==> config.mk <==
export PLATFORM = sky130hd
export DESIGN_NAME = rit_timer
export DESIGN_NICKNAME = d
export VERILOG_FILES = /design/src/hdl/rit_pkg.sv /design/src/hdl/rit_sync.sv /design/src/hdl/rit_timer.sv
export VERILOG_INCLUDE_DIRS = /design/src /design/src/hdl
export SDC_FILE = /design/constraint.sdc
export NUM_CORES = 1
export LEC_CHECK = 0
export ABC_AREA = 1
export BUFFER_PORTS_ARGS = -buffer_cell sky130_fd_sc_hd__buf_2
export CORE_MARGIN = 10
export CORE_UTILIZATION = 55
export CTS_BUF_LIST = sky130_fd_sc_hd__clkbuf_4
export CTS_CLUSTER_SIZE = 20
export DETAILED_ROUTE_END_ITERATION = 12
export GPL_TIMING_DRIVEN = 0
export PLACE_DENSITY = 0.76
export SETUP_SLACK_MARGIN = 0.3
export SYNTH_ARGS = -nofsm -noshare
export SYNTH_HDL_FRONTEND = slang
export SYNTH_SLANG_ARGS = --single-unit
==> constraint.sdc <==
create_clock -name clk_in -period 3.45 [get_ports clk_in]
set_clock_uncertainty 0.1 [all_clocks]
set_input_delay 0.69 -clock clk_in [delete_from_list [all_inputs] [get_ports clk_in]]
set_output_delay 0.69 -clock clk_in [all_outputs]
set_load 0.005 [all_outputs]
==> src/hdl/rit_regs.svh <==
// Constants for the release interval timer
`ifndef RIT_REGS_SVH
`define RIT_REGS_SVH

`define RIT_CLK_HZ        100000000
`define RIT_BASE_HZ       18641
`define RIT_DIV1_BITS     14
`define RIT_DIV2_BITS     12
`define RIT_FILT_NS       3000
`define RIT_CLK_NS        10
`define RIT_FILT_CYC      ((`RIT_FILT_NS + `RIT_CLK_NS - 1) / `RIT_CLK_NS)
`define RIT_DIGITS        4
`define RIT_BCD_MAX       4'h9
`define RIT_BCD_ZERO      4'h0
`define RIT_NCO_W         32

`endif

==> src/hdl/rit_pkg.sv <==
// Types for the release interval timer
package rit_pkg;
    typedef logic [3:0] rit_digit_t;
    typedef struct packed {
        rit_digit_t d3;
        rit_digit_t d2;
        rit_digit_t d1;
        rit_digit_t d0;
    } rit_bcd_t;
    typedef struct packed {
        logic norm_sel;
        logic test_sel;
    } rit_sel_t;
    typedef enum logic [1:0] {
        RIT_ST_COUNT = 2'b00,
        RIT_ST_ZERO  = 2'b01,
        RIT_ST_FIRED = 2'b10
    } rit_state_t;
endpackage : rit_pkg

==> src/hdl/rit_sync.sv <==
// Three-stage input synchroniser with agreement check
module rit_sync #(
    parameter int WIDTH = 1
) (
    input  wire logic             clk_in,
    input  wire logic             sys_rst_in,
    input  wire logic [WIDTH-1:0] async_in,
    output logic      [WIDTH-1:0] sync_out,
    output logic      [WIDTH-1:0] rise_out
);
    typedef struct packed {
        logic [WIDTH-1:0] s1;
        logic [WIDTH-1:0] s2;
        logic [WIDTH-1:0] s3;
        logic [WIDTH-1:0] val;
        logic [WIDTH-1:0] rise;
    } rit_sync_st_t;

    rit_sync_st_t st_ff;
    rit_sync_st_t nxt_st;

    initial begin
        if (WIDTH < 1)
        begin
            $error("rit_sync: WIDTH must be positive");
        end
    end

    always_comb
    begin
        nxt_st = st_ff;
        nxt_st.s1 = async_in;
        nxt_st.s2 = st_ff.s1;
        nxt_st.s3 = st_ff.s2;
        // Change counts only once stages two and three agree
        for (int i = 0; i < WIDTH; i++)
        begin
            if (st_ff.s2[i] == st_ff.s3[i])
            begin
                nxt_st.val[i] = st_ff.s3[i];
            end
        end
        nxt_st.rise = nxt_st.val & ~st_ff.val;
    end

    always_ff @(posedge clk_in or posedge sys_rst_in)
    begin
        if (sys_rst_in)
        begin
            st_ff <= '0;
        end
        else
        begin
            st_ff <= nxt_st;
        end
    end

    assign sync_out = st_ff.val;
    assign rise_out = st_ff.rise;
endmodule // rit_sync

==> src/hdl/rit_timer.sv <==
// Release interval timer: dividers, select, BCD down counter, fire
//
// Functional notes
// - First divider turns the 18641 Hz time base into 1.1378 Hz.
// - Select gate feeds second divider from first divider or test clock.
// - Second divider emits one pulse per 4096 inputs, hourly nominal.
// - Four-digit BCD down counter decrements once per second-divider pulse.
// - Interval is 1 to 9999 whole hours from four BCD switch digits.
// - Load input copies switch digits into all four decades.
// - Zero detect goes high when all four decades are zero.
// - Zero detect is filtered so ripple glitches cannot fire.
// - Fire asserts after zero has persisted about 3 microseconds.
// - Fire output drives the firing stage of the release.
// - Normal high and test low routes first divider to second.
// - Normal low and test high routes external test clock to second.
// - Fire stays active until reset or until the load input is asserted again.
`include "rit_regs.svh"
module rit_timer #(
    parameter int          DIV1_BITS = `RIT_DIV1_BITS,
    parameter int          DIV2_BITS = `RIT_DIV2_BITS,
    parameter int          FILT_CYC  = `RIT_FILT_CYC,
    parameter int unsigned CLK_HZ    = `RIT_CLK_HZ,
    parameter int unsigned BASE_HZ   = `RIT_BASE_HZ
) (
    input  wire logic             clk_in,
    input  wire logic             sys_rst_in,
    input  wire logic             load_in,
    input  wire rit_pkg::rit_bcd_t switch_in,
    input  wire rit_pkg::rit_sel_t sel_in,
    input  wire logic             test_clk_in,
    output logic                  fire_out,
    output logic                  zero_out,
    output logic                  hour_tick_out,
    output rit_pkg::rit_bcd_t     count_out
);
    import rit_pkg::*;

    localparam int FW = $clog2(FILT_CYC + 1);
    localparam logic [`RIT_NCO_W-1:0] NCO_INC =
        `RIT_NCO_W'(BASE_HZ);
    localparam logic [`RIT_NCO_W-1:0] NCO_MOD =
        `RIT_NCO_W'(CLK_HZ);

    typedef struct packed {
        logic [`RIT_NCO_W-1:0] nco;
        logic [DIV1_BITS-1:0]  div1;
        logic                  div1_q;
        logic                  mux_q;
        logic [DIV2_BITS-1:0]  div2;
        logic                  tick;
        rit_bcd_t              cnt;
        logic                  zero;
        logic [FW-1:0]         filt;
        rit_state_t            state;
        logic                  fire;
    } rit_st_t;

    rit_st_t st_ff;
    rit_st_t nxt_st;

    logic [3:0] s_sync;
    logic [3:0] s_rise;

    initial begin
        if (DIV1_BITS < 1 || DIV2_BITS < 1 || FILT_CYC < 1)
        begin
            $error("rit_timer: divider and filter sizes must be positive");
        end
        if (BASE_HZ == 0 || BASE_HZ >= CLK_HZ)
        begin
            $error("rit_timer: time base must be below the clock rate");
        end
    end

    // Pins from outside: load, two selects, test clock
    rit_sync #(
        .WIDTH (4)
    ) u_sync (
        .clk_in     (clk_in),
        .sys_rst_in (sys_rst_in),
        .async_in   ({load_in, sel_in.norm_sel, sel_in.test_sel,
                      test_clk_in}),
        .sync_out   (s_sync),
        .rise_out   (s_rise)
    );

    function automatic rit_digit_t bcd_dec(input rit_digit_t d);
        bcd_dec = (d == `RIT_BCD_ZERO) ? `RIT_BCD_MAX : d - 4'h1;
    endfunction

    function automatic rit_digit_t bcd_clip(input rit_digit_t d);
        // Illegal switch codes are clipped to nine
        bcd_clip = (d > `RIT_BCD_MAX) ? `RIT_BCD_MAX : d;
    endfunction

    logic load_s;
    logic norm_s;
    logic test_s;
    logic tclk_s;
    logic mux_src;
    logic [`RIT_NCO_W:0] nco_sum;

    assign load_s = s_sync[3];
    assign norm_s = s_sync[2];
    assign test_s = s_sync[1];
    assign tclk_s = s_sync[0];

    always_comb
    begin
        nxt_st = st_ff;
        nxt_st.tick = 1'b0;
        mux_src = 1'b0;
        // Fractional accumulator stands in for the crystal
        nco_sum = {1'b0, st_ff.nco} + {1'b0, NCO_INC};
        if (nco_sum >= {1'b0, NCO_MOD})
        begin
            nco_sum = nco_sum - {1'b0, NCO_MOD};
            nxt_st.div1 = st_ff.div1 + 1'b1;
        end
        nxt_st.nco = nco_sum[`RIT_NCO_W-1:0];
        nxt_st.div1_q = st_ff.div1[DIV1_BITS-1];
        // AND/OR select; both or neither select gives no input
        mux_src = (norm_s & ~test_s & st_ff.div1[DIV1_BITS-1])
                | (~norm_s & test_s & tclk_s);
        nxt_st.mux_q = mux_src;
        if (mux_src & ~st_ff.mux_q)
        begin
            nxt_st.div2 = st_ff.div2 + 1'b1;
            if (st_ff.div2 == {DIV2_BITS{1'b1}})
            begin
                nxt_st.tick = 1'b1;
            end
        end
        if (st_ff.tick && !st_ff.zero)
        begin
            // Borrow ripples digit by digit
            nxt_st.cnt.d0 = bcd_dec(st_ff.cnt.d0);
            if (st_ff.cnt.d0 == `RIT_BCD_ZERO)
            begin
                nxt_st.cnt.d1 = bcd_dec(st_ff.cnt.d1);
                if (st_ff.cnt.d1 == `RIT_BCD_ZERO)
                begin
                    nxt_st.cnt.d2 = bcd_dec(st_ff.cnt.d2);
                    if (st_ff.cnt.d2 == `RIT_BCD_ZERO)
                    begin
                        nxt_st.cnt.d3 = bcd_dec(st_ff.cnt.d3);
                    end
                end
            end
        end
        // Counter never leaves zero by itself
        nxt_st.zero = (nxt_st.cnt == '0);
        case (st_ff.state)
            RIT_ST_COUNT:
            begin
                nxt_st.filt = '0;
                if (st_ff.zero)
                begin
                    nxt_st.state = RIT_ST_ZERO;
                end
            end
            RIT_ST_ZERO:
            begin
                // Any drop of zero restarts the filter
                if (!st_ff.zero)
                begin
                    nxt_st.state = RIT_ST_COUNT;
                    nxt_st.filt = '0;
                end
                else if (st_ff.filt == FW'(FILT_CYC - 1))
                begin
                    nxt_st.state = RIT_ST_FIRED;
                    nxt_st.fire = 1'b1;
                end
                else
                begin
                    nxt_st.filt = st_ff.filt + 1'b1;
                end
            end
            RIT_ST_FIRED:
            begin
                nxt_st.fire = 1'b1;
            end
            default:
            begin
                nxt_st.state = RIT_ST_COUNT;
                nxt_st.fire = 1'b0;
            end
        endcase
        // Load has top priority and re-arms the firing stage
        if (load_s)
        begin
            nxt_st.cnt.d3 = bcd_clip(switch_in.d3);
            nxt_st.cnt.d2 = bcd_clip(switch_in.d2);
            nxt_st.cnt.d1 = bcd_clip(switch_in.d1);
            nxt_st.cnt.d0 = bcd_clip(switch_in.d0);
            nxt_st.zero = 1'b0;
            nxt_st.state = RIT_ST_COUNT;
            nxt_st.filt = '0;
            nxt_st.fire = 1'b0;
            nxt_st.div2 = '0;
        end
    end

    always_ff @(posedge clk_in or posedge sys_rst_in)
    begin
        if (sys_rst_in)
        begin
            st_ff <= '0;
        end
        else
        begin
            st_ff <= nxt_st;
        end
    end

    assign fire_out      = st_ff.fire;
    assign zero_out      = st_ff.zero;
    assign hour_tick_out = st_ff.tick;
    assign count_out     = st_ff.cnt;
endmodule // rit_timer

After elaboration in Yosys (flattened, before gate mapping)
Cells that the tools add are included.

word-level totals
  word-level logic and storage cells = 96
  output and inout port bits = 19
  bits of input ports = 22
  register bits = 105

operators by class
  reduce and logical (&&, ||, !) cells = 13
  mux-type cells = 25
  bitwise logic cells = 9
  equality and inequality tests = 15
  add/subtract/negate cells = 9
  order comparisons = 5

operator list
  operator                  number
  $mux W4                   9
  $add A32 B15 Y33 const B  1
  $ge A33 B27 Y1 const B    1
  $mux W32                  1
  $sub A32 B27 Y32 const B  1
  $mux W29                  1
  $mux W12                  2
  $pmux W9 S2               1
  $gt A4 B4 Y1 const B      4
  $logic_not A16 Y1         1
  $logic_not A4 Y1          4
  $mux W16                  1
  $sub A4 B1 Y4 const B     4
  $add A14 B1 Y14 const B   1
  $mux W13                  1
  $add A12 B1 Y12 const B   1
  $eq A12 B12 Y1 const B    1
  $mux W11                  1
  $add A9 B1 Y9 const B     1
  $eq A9 B9 Y1 const B      1
  $mux W9                   1
  $ne A3 B2 Y1 const B      3
  $mux W8                   1
  $ne A4 B3 Y1 const B      2
  19 further kinds          31

Longest topological paths before layout
Gate-level depths: netlist of the first run.

  word-level depth = 8
  mapped depth = 20
  depth with buffers taken out = 20

By module
A second synthesis of the first run with hierarchy kept.

unflattened totals
  cells, all modules = 1102
  area, all modules = 7365.8 um2

modules (own cells, without submodules)
  module     area each (um2)  sequential area each (um2)  times used  cells each
  rit_timer  6698.9           2227.1                      1           1049
  rit_sync   666.9            500.5                       1           53

Least setup slack after synthesis of the first run
Ideal clock, no wire load.

  path type = reg-to-reg
  start point = register st_ff[58] in the netlist's numbering
  end point = register st_ff[80] in the netlist's numbering
  period minus slack after synthesis = 2433 ps
  arrival = 2217 ps
  path buffers = 0
  stages on the path, launching flop included = 17
  setup slack = 1017 ps
  data required time = 3234 ps
  library setup time = 116 ps
  cells stage by stage = dfrtp_1 -> ha_1 -> nand3_1 -> nand2_1 -> nand2_1 -> nand2_2 -> xor2_2 -> ha_1 -> inv_1 -> nor2_1 -> nand2_1 -> nand2_1 -> o21ai_1 -> nand2_1 -> xor2_1 -> nand2_1 -> nand2_1

between the ends
  longest elaborated chain between the ends = 3
  elaborated cells on any way between the ends = 4
  those cells by class = 2 x add/sub; 1 x order compare; 1 x mux

RTL lines
  item                                                RTL line                            text
  start: declaration                                  rit_timer.sv:58                     rit_st_t st_ff;
  start signal: assignment                            rit_timer.sv:213                    st_ff <= nxt_st;
  $add A32 B15 Y33 *                                  rit_timer.sv:114                    nco_sum = {1'b0, st_ff.nco} + {1'b0, NCO_INC};
  $sub A32 B27 Y32 or $ge A33 B27 Y1 (tied branches)  rit_timer.sv:117, rit_timer.sv:115
  $mux W32 *                                          rit_timer.sv:115                    if (nco_sum >= {1'b0, NCO_MOD})
  named net nco_sum[22]                               rit_timer.sv:101                    logic [`RIT_NCO_W:0] nco_sum;

Mark *: on every way through the listed nets, which the timed path passes. The rest lies on a longest branch.
A chain may end at the register's enable or synchronous reset.

Worst setup path after layout of the first run
  start point = register st_ff[60] in the netlist's numbering
  end point = register st_ff[80] in the netlist's numbering

Same word-level chain as after synthesis.

==> results.yml, run 1 <==
setup_path:
  path_class: "reg2reg"
  crit_required_ns: 3.77
  r2r_setup_slack_ns: 0.58
  cp-end-kind: "flip-flop"
  cp.arrival_ns: 3.19
  cp_max_fo: 4
  start_kind: "flip-flop"
pwr:
  p_leak_nw: 3.94
  vdd_drop_max_mv: 0.310
  powerDensity_nw_per_um2: 290
  power_w: 0.00226
clock_tree:
  cts_root_buf: "clkbuf_4"
  clock_latency_ns: 0.51
  clock-sinks: 105
  htree_levels: 3
  cts.path.max_buffers: 2
  hold_buffers: 0
  cts-buffers-inserted: 9
  clk_pin_slew_ns: 0.18
  cts_tree: "built"
global_route:
  grt_max_degree: 42
  grt-ovfl-total: 0
  grt_usage_pct: 19.4
  antenna_found_initial: 0
  grt_pass1_wl_mm: 29.0
  use_met3_pct: 4.37
  busiest_layer: "met2"
  grt_pass1_vias: 6237
  use_met1_pct: 25.2
  use_met2_pct: 31.7
layout:
  layout.nets: 1127
  antenna_cells: 0
  layout-drive-gt1-share_pct: 14.8
  syn_to_final_growth_pct: 9.11
  fin_area_sq_um: 7790
logic_synthesis:
  synth_mux_area_share_pct: 0
  synth_compound_area_share_pct: 7.90
  syn_avg_cell_area_sq_um: 6.86
  netlist_instances: 1040
  synth_area_sq_um: 7140
  synthXorXnorAreaFrac_pct: 4.15
  ys_warn_count: 0
  synth.yosys.seq_area_share_pct: 36.8
  syn_nets: 1073
  ys_types: 44
  yosys.area_share.simple_pct: 38.4
  synth_top_family_by_area: "simple AND/OR/NAND/NOR gates"
  synth-adder-area-share_pct: 2.49
  yosys_register_bits: 105
floorplan:
  die_x_um: 134
  die_h_um: 134
  num_rows: 41
  start_util_pct: 56.3
  core-area_sq_um: 12700
  die-area_sq_um: 17900
  io_pins: 41
status:
  status: "finished, final reports clean"
placement:
  place_congestion: 0.954
  dp_hpwl_mm: 13.6
  io_buffers: 40
  post-place-ws_ns: 0.445
  place_area_sq_um: 7600
sta:
  hold_viol: 0
  worstMarginPinSlew_ns: 0.934
  slew_headroom_pct: 37.6
  setup_slack_ns: 0.581
  fin_crit_sh_pct: 83.2
  rsz0062_at_grt: "false"
  final_max_slew_viol_count: 0
  period_needed_ns: 2.87
  tns_ns: 0
  setup_violations: 0
  clock.fmax_mhz: 349
routing:
  drt_wl_total_mm: 17.0
  postRouteAntennaNets: 0
  drc_errors: 0
  wl_per_cell_um: 13.4
  drt_iter0_drc: 392
  dr.pass1.iters: 6
  vias: 6585
  viasPerCell: 5.18
run:
  maxCapViolCount: 0
min_path:
  holdCritPathClass: "in2reg"
[final timing paths]
kind	startpoint	to	cells past startpoint
max	st_ff[60]	st_ff[80]	16
max in group asynchronous	sys_rst_in	st_ff[9]	3
min	test_clk_in	u_sync.nxt_st[12]	1
min reg2reg	u_sync.nxt_st[12]	u_sync.nxt_st[8]	0
min in group asynchronous	sys_rst_in	st_ff[52]	2
max reg2reg	st_ff[60]	st_ff[80]	16
[cells by family (layout without fill, tap and decap cells)]
logic type	after synthesis	count (layout)
flip-flops	105	105
adder cells (fa/ha/maj)	15	15
XOR/XNOR	33	33
AO/OA/AOI/OAI	103	103
buffers and inverters	169	228
AND/OR/NAND/NOR	615	615
[power by group]
part           switching (W)  internal, W  total, W  leakage, nW
clock network       0.000475     0.000174  0.000649       0.0769
registers          0.0000412      0.00128   0.00132         1.36
logic               0.000165     0.000122  0.000287         2.51
total               0.000681      0.00158   0.00226         3.94
[worst max-delay path: stages, from the launching register on]
cell and delay [ns]:
dfrtp_1 0.46, nand4_1 0.16, nand2_1 0.20, nand2_1 0.07, nand2_1 0.16, xor2_2 0.24
inv_1 0.12, ha_1 0.24, inv_1 0.07, nor2_1 0.05, nand2_1 0.13, nand2_1 0.15
o21ai_2 0.27, nand2_1 0.10, xor2_1 0.15, nand2_1 0.07, nand2_1 0.04
[per-layer routing]
layer  share of wire [%]  up-vias
met5                   0        -
li1                    -     3394
met1                  47     3031
met3                 4.8       18
met2                  47      142
met4                 1.7        0
[timing repair]
action,in CTS,in global routing
gates resized for setup,0,9
endpoints found under the setup margin,0,38
setup buffers,0,1
[through the flow]
| step | hold slack (ns) | cells | utilization [%] |
|---|---|---|---|
| finish | 0.174 | 1271 | 61.5 |
| global route | 0.121 | 1271 | 61.5 |
| CTS | 0.148 | 1270 | 61.2 |
| detailed placement | 0.236 | 1254 | 60.0 |
| global placement | 0.232 | 1252 | 59.7 |
| floorplan | 0.231 | 1040 | - |
[synth_stat cells (all sizes together)]
library cell	count	area (sq um)
clkinv	1	3.75
o21ai	57	297
a31oi	2	12.5
o22ai	2	12.5
o211ai	1	7.51
maj3	4	40.0
inv	139	522
or2	7	43.8
nand2	348	1410
nand3b	4	30.0
xor2	29	262
nand3	81	428
xnor2	4	35.0
buf	25	190
o221ai	1	8.76
dfrtp	105	2630
nor3	20	111
nor4	5	31.3
and3	1	6.26
nor2	129	558
a32oi	1	8.76
a32o	1	10.0
a22o	3	26.3
a21oi	34	174
nand4	20	125
clkbuf	4	15.0
ha	11	138
o21a	1	7.51
[placed cells by master, fill, tap and decap left out, types with 3 or more instances in the layout]
cell type and count:
ha_1 11, or2_1 4, xor2_1 27, buf_2 41, nor3_1 19, nand2_1 313
a21oi_1 32, clkbuf_4 10, nor4_1 5, nand3_1 77, o21ai_1 22, nand2_4 3
nor2_4 6, dfrtp_1 105, o21ai_0 32, nand2_2 32, a22o_1 3, maj3_1 4
buf_4 23, nor2_2 7, or2_2 3, clkbuf_1 4, nand4_1 20, inv_2 14
clkinv_8 3, xnor2_1 4, nand3_2 3, nor2_1 115, nand3b_1 4, inv_1 124
[flip-flops by register name, summed over array words and instances (netlist names)]
| register | flops |
|---|---|
| u_sync.st_ff | 4 |
| fire_out | 1 |
| st_ff | 69 |
| nxt_st | 1 |
| hour_tick_out | 1 |
| count_out | 16 |
| u_sync.nxt_st | 8 |
| zero_out | 1 |
| u_sync.sync_out | 4 |
[cell type report]
type / instances / area [sq um]
Buffer: 29 / 208
Clock buffer: 9 / 67.6
Clock inverter: 7 / 85.1
Fill cell: 1238 / 4880
Inverter: 140 / 529
Multi-Input combinational cell: 766 / 3810
Sequential cell: 105 / 2630
Tap cell: 172 / 215
Timing Repair Buffer: 43 / 248
Power figures use the tool's default switching activity.
==> run 2: changes to the inputs <==
--- a/config.mk
+++ b/config.mk
@@ -6,7 +6,7 @@
 export SDC_FILE = /design/constraint.sdc
 export NUM_CORES = 1
 export LEC_CHECK = 0
-export ABC_AREA = 1
+export ABC_AREA = 0
 export BUFFER_PORTS_ARGS = -buffer_cell sky130_fd_sc_hd__buf_2
 export CORE_MARGIN = 10
 export CORE_UTILIZATION = 55
@@ -14,7 +14,7 @@
 export CTS_CLUSTER_SIZE = 20
 export DETAILED_ROUTE_END_ITERATION = 12
 export GPL_TIMING_DRIVEN = 0
-export PLACE_DENSITY = 0.76
+export PLACE_DENSITY = 0.73
 export SETUP_SLACK_MARGIN = 0.3
 export SYNTH_ARGS = -nofsm -noshare
 export SYNTH_HDL_FRONTEND = slang
==> constraint.sdc (replaced) <==
create_clock -name clk_in -period 2.8 [get_ports clk_in]
set_clock_uncertainty 0.1 [all_clocks]
set_input_delay 0.56 -clock clk_in [delete_from_list [all_inputs] [get_ports clk_in]]
set_output_delay 0.56 -clock clk_in [all_outputs]
set_load 0.005 [all_outputs]
==> results.yml, run 2 <==
sta:
  slew_headroom_pct: 49.5
  fin_crit_sh_pct: 121
  clock.fmax_mhz: 295
  rsz0062_at_grt: "true"
  period_needed_ns: 3.39
  final_max_slew_viol_count: 0
  setup_violations: 38
  hold_viol: 0
  setup_slack_ns: -0.586
  worstMarginPinSlew_ns: 0.756
clock_tree:
  cts_root_buf: "clkbuf_4"
  cts_tree: "built"
  cts.path.max_buffers: 2
  clk_pin_slew_ns: 0.16
  htree_levels: 3
  cts-buffers-inserted: 9
  clock_latency_ns: 0.50
  clock-sinks: 105
routing:
  viasPerCell: 5.94
  postRouteAntennaNets: 0
  drc_errors: 0
  drt_iter0_drc: 465
  dr.pass1.iters: 4
  drt_wl_total_mm: 16.2
  vias: 5486
  wl_per_cell_um: 17.5
logic_synthesis:
  syn_nets: 693
  netlist_instances: 660
  yosys-top-cells-area: "dfrtp_1, xnor2_1, xor2_1"
  synth_area_leader_cell: "dfrtp_1"
  synth_top_area_share_pct: 41.8
  synth_area_sq_um: 6290
  synth_edf_count: 0
  async_flop_share_pct: 100
  ys.flop_type: "dfrtp_1"
  yosys_register_bits: 105
  syn_avg_cell_area_sq_um: 9.53
  synth.yosys.seq_area_share_pct: 41.8
  ys_warn_count: 0
  yosys-top-cells-count: "dfrtp_1, nand2_1, nor2_1, xnor2_1, o21ai_0"
  ys_types: 87
  yosysMostFrequentCell: "dfrtp_1"
global_route:
  grt_max_degree: 44
  grt_usage_pct: 18.9
  antenna_found_initial: 0
  grt_pass1_wl_mm: 25.7
  grt-ovfl-total: 0
  grt_pass1_vias: 5391
pwr:
  p_leak_nw: 3.59
  vdd_drop_max_mv: 0.475
  powerDensity_nw_per_um2: 342
  power_w: 0.00279
  p_clk_share_pct: 32.3
  power_frac_comb_pct: 9.3
  swShare_pct: 26.0
  p_seq_share_pct: 58.4
  internal_power_w: 0.00206
  switchingPower_w: 0.000725
setup_path:
  cp-end-kind: "flip-flop"
  cp_max_fo: 6
  r2r.worst_path.cells: 16
  path_class: "reg2reg"
  r2r_setup_slack_ns: -0.59
  r2r_end: "st_ff[69]"
  cp.arrival_ns: 3.68
  start_kind: "flip-flop"
  crit_required_ns: 3.10
  r2r-start: "st_ff[60]"
layout:
  mostFrequentLayoutCells: "dfrtp_1, buf_4, nand2_1"
  top_register: "st_ff"
  layout-drive-gt1-share_pct: 35.2
  multiInputGateArea_sq_um: 4030
  final_common_cell: "dfrtp_1"
  antenna_cells: 0
  fillers: 754
  largest_reg_flops: 69
  regArea_sq_um: 2640
  syn_to_final_growth_pct: 29.6
  layout.nets: 812
status:
  violations: "negative setup slack"
  status: "finished, violations left"
floorplan:
  start_util_pct: 57.0
  num_rows: 38
  die-area_sq_um: 16100
  core-area_sq_um: 11000
  die_x_um: 127
  io_pins: 41
  die_h_um: 127
min_path:
  hold-path-endpoint: "u_sync.nxt_st[13]"
  min_from: "sel_in[0]"
  worst_hold_path.num_cells: 1
  holdCritPathClass: "in2reg"
placement:
  dp_hpwl_mm: 9.92
  place_congestion: 0.899
  post-place-ws_ns: -0.772
  io_buffers: 40
run:
  maxCapViolCount: 0
run 2: metrics by stage:
step / area, sq um / hold slack, ns / TNS, ns / utilization, % / cells
2_1_floorplan: 6490 / 0.231 / -4.64 / - / 660
3_3_place_gp: 6860 / 0.236 / -22.19 / 62.2 / 840
3_5_place_dp: 6900 / 0.235 / -23.41 / 62.6 / 842
4_1_cts: 7820 / 0.0341 / -10.91 / 70.9 / 912
5_1_grt: 8150 / 0.0174 / -20.89 / 73.9 / 924
6_report: 8150 / 0.0527 / -17.52 / 73.9 / 924
run 2: area by class of cell:
class | count | share of cell area, %
Timing Repair Buffer | 108 | 9.55
Buffer | 38 | 3.55
Multi-Input combinational cell | 501 | 49.5
Sequential cell | 105 | 32.4
Clock buffer | 9 | 0.829
Inverter | 16 | 0.783
Tap cell | 140 | 2.15
Clock inverter | 7 | 1.24
run 2: worst max-delay path by stage:
stage	end	start	slack, ns
after floorplan	st_ff[52]	st_ff[58]	-0.24
after global routing	st_ff[53]	st_ff[60]	-0.68
after CTS	st_ff[86]	st_ff[60]	-0.43
after global placement	st_ff[69]	st_ff[77]	-0.71
final	st_ff[69]	st_ff[60]	-0.59
after detailed placement	st_ff[69]	st_ff[77]	-0.77
run 2: power groups by stage:
stage          clock network (W)  logic [W]  registers [W]
6_report                0.000902   0.000259        0.00163
5_1_grt                 0.000972   0.000290        0.00164
4_1_cts                 0.000929   0.000260        0.00163
3_5_place_dp                   0   0.000258        0.00165
3_3_place_gp                   0   0.000246        0.00165
2_1_floorplan                  0   0.000166        0.00164
run 2: logic make-up (layout without fill, tap and decap cells):
logic type	Yosys count	after routing	share of synthesized area, %
XOR/XNOR	80	80	11.1
AO/OA/AOI/OAI	136	136	15.4
AND/OR/NAND/NOR	260	260	22.3
adder cells (fa/ha/maj)	15	15	2.83
buffers and inverters	54	178	4.94
flip-flops	105	105	41.8
multiplexers	10	10	1.61
run 2: worst max-delay path, stage by stage (launching register included):
cell and delay [ns]:
dfrtp_1 0.39, buf_6 0.12, a41o_4 0.25, a21o_1 0.13
buf_6 0.15, buf_6 0.13, buf_6 0.09, nand3_4 0.09
o41ai_4 0.29, a221oi_4 0.12, a211oi_2 0.32, nand4_1 0.22
buf_4 0.19, buf_6 0.11, a32oi_1 0.24, o22ai_2 0.14
xnor2_1 0.20
run 2: layer usage:
layer | vias up | wire length, um | GRT usage (%)
met5 | - | 0 | 0
met4 | 0 | 597 | 6.83
met3 | 50 | 834 | 5.08
met2 | 180 | 7880 | 31.5
met1 | 2677 | 6840 | 22.8
li1 | 2579 | - | -
run 2: timing repair:
| action | CTS | global route |
|---|---|---|
| gates resized for setup | 71 | 48 |
| setup buffers | 54 | 12 |
| pin swaps | 41 | 23 |
| hold buffers | 0 | 0 |
| setup endpoints to repair | 48 | 49 |
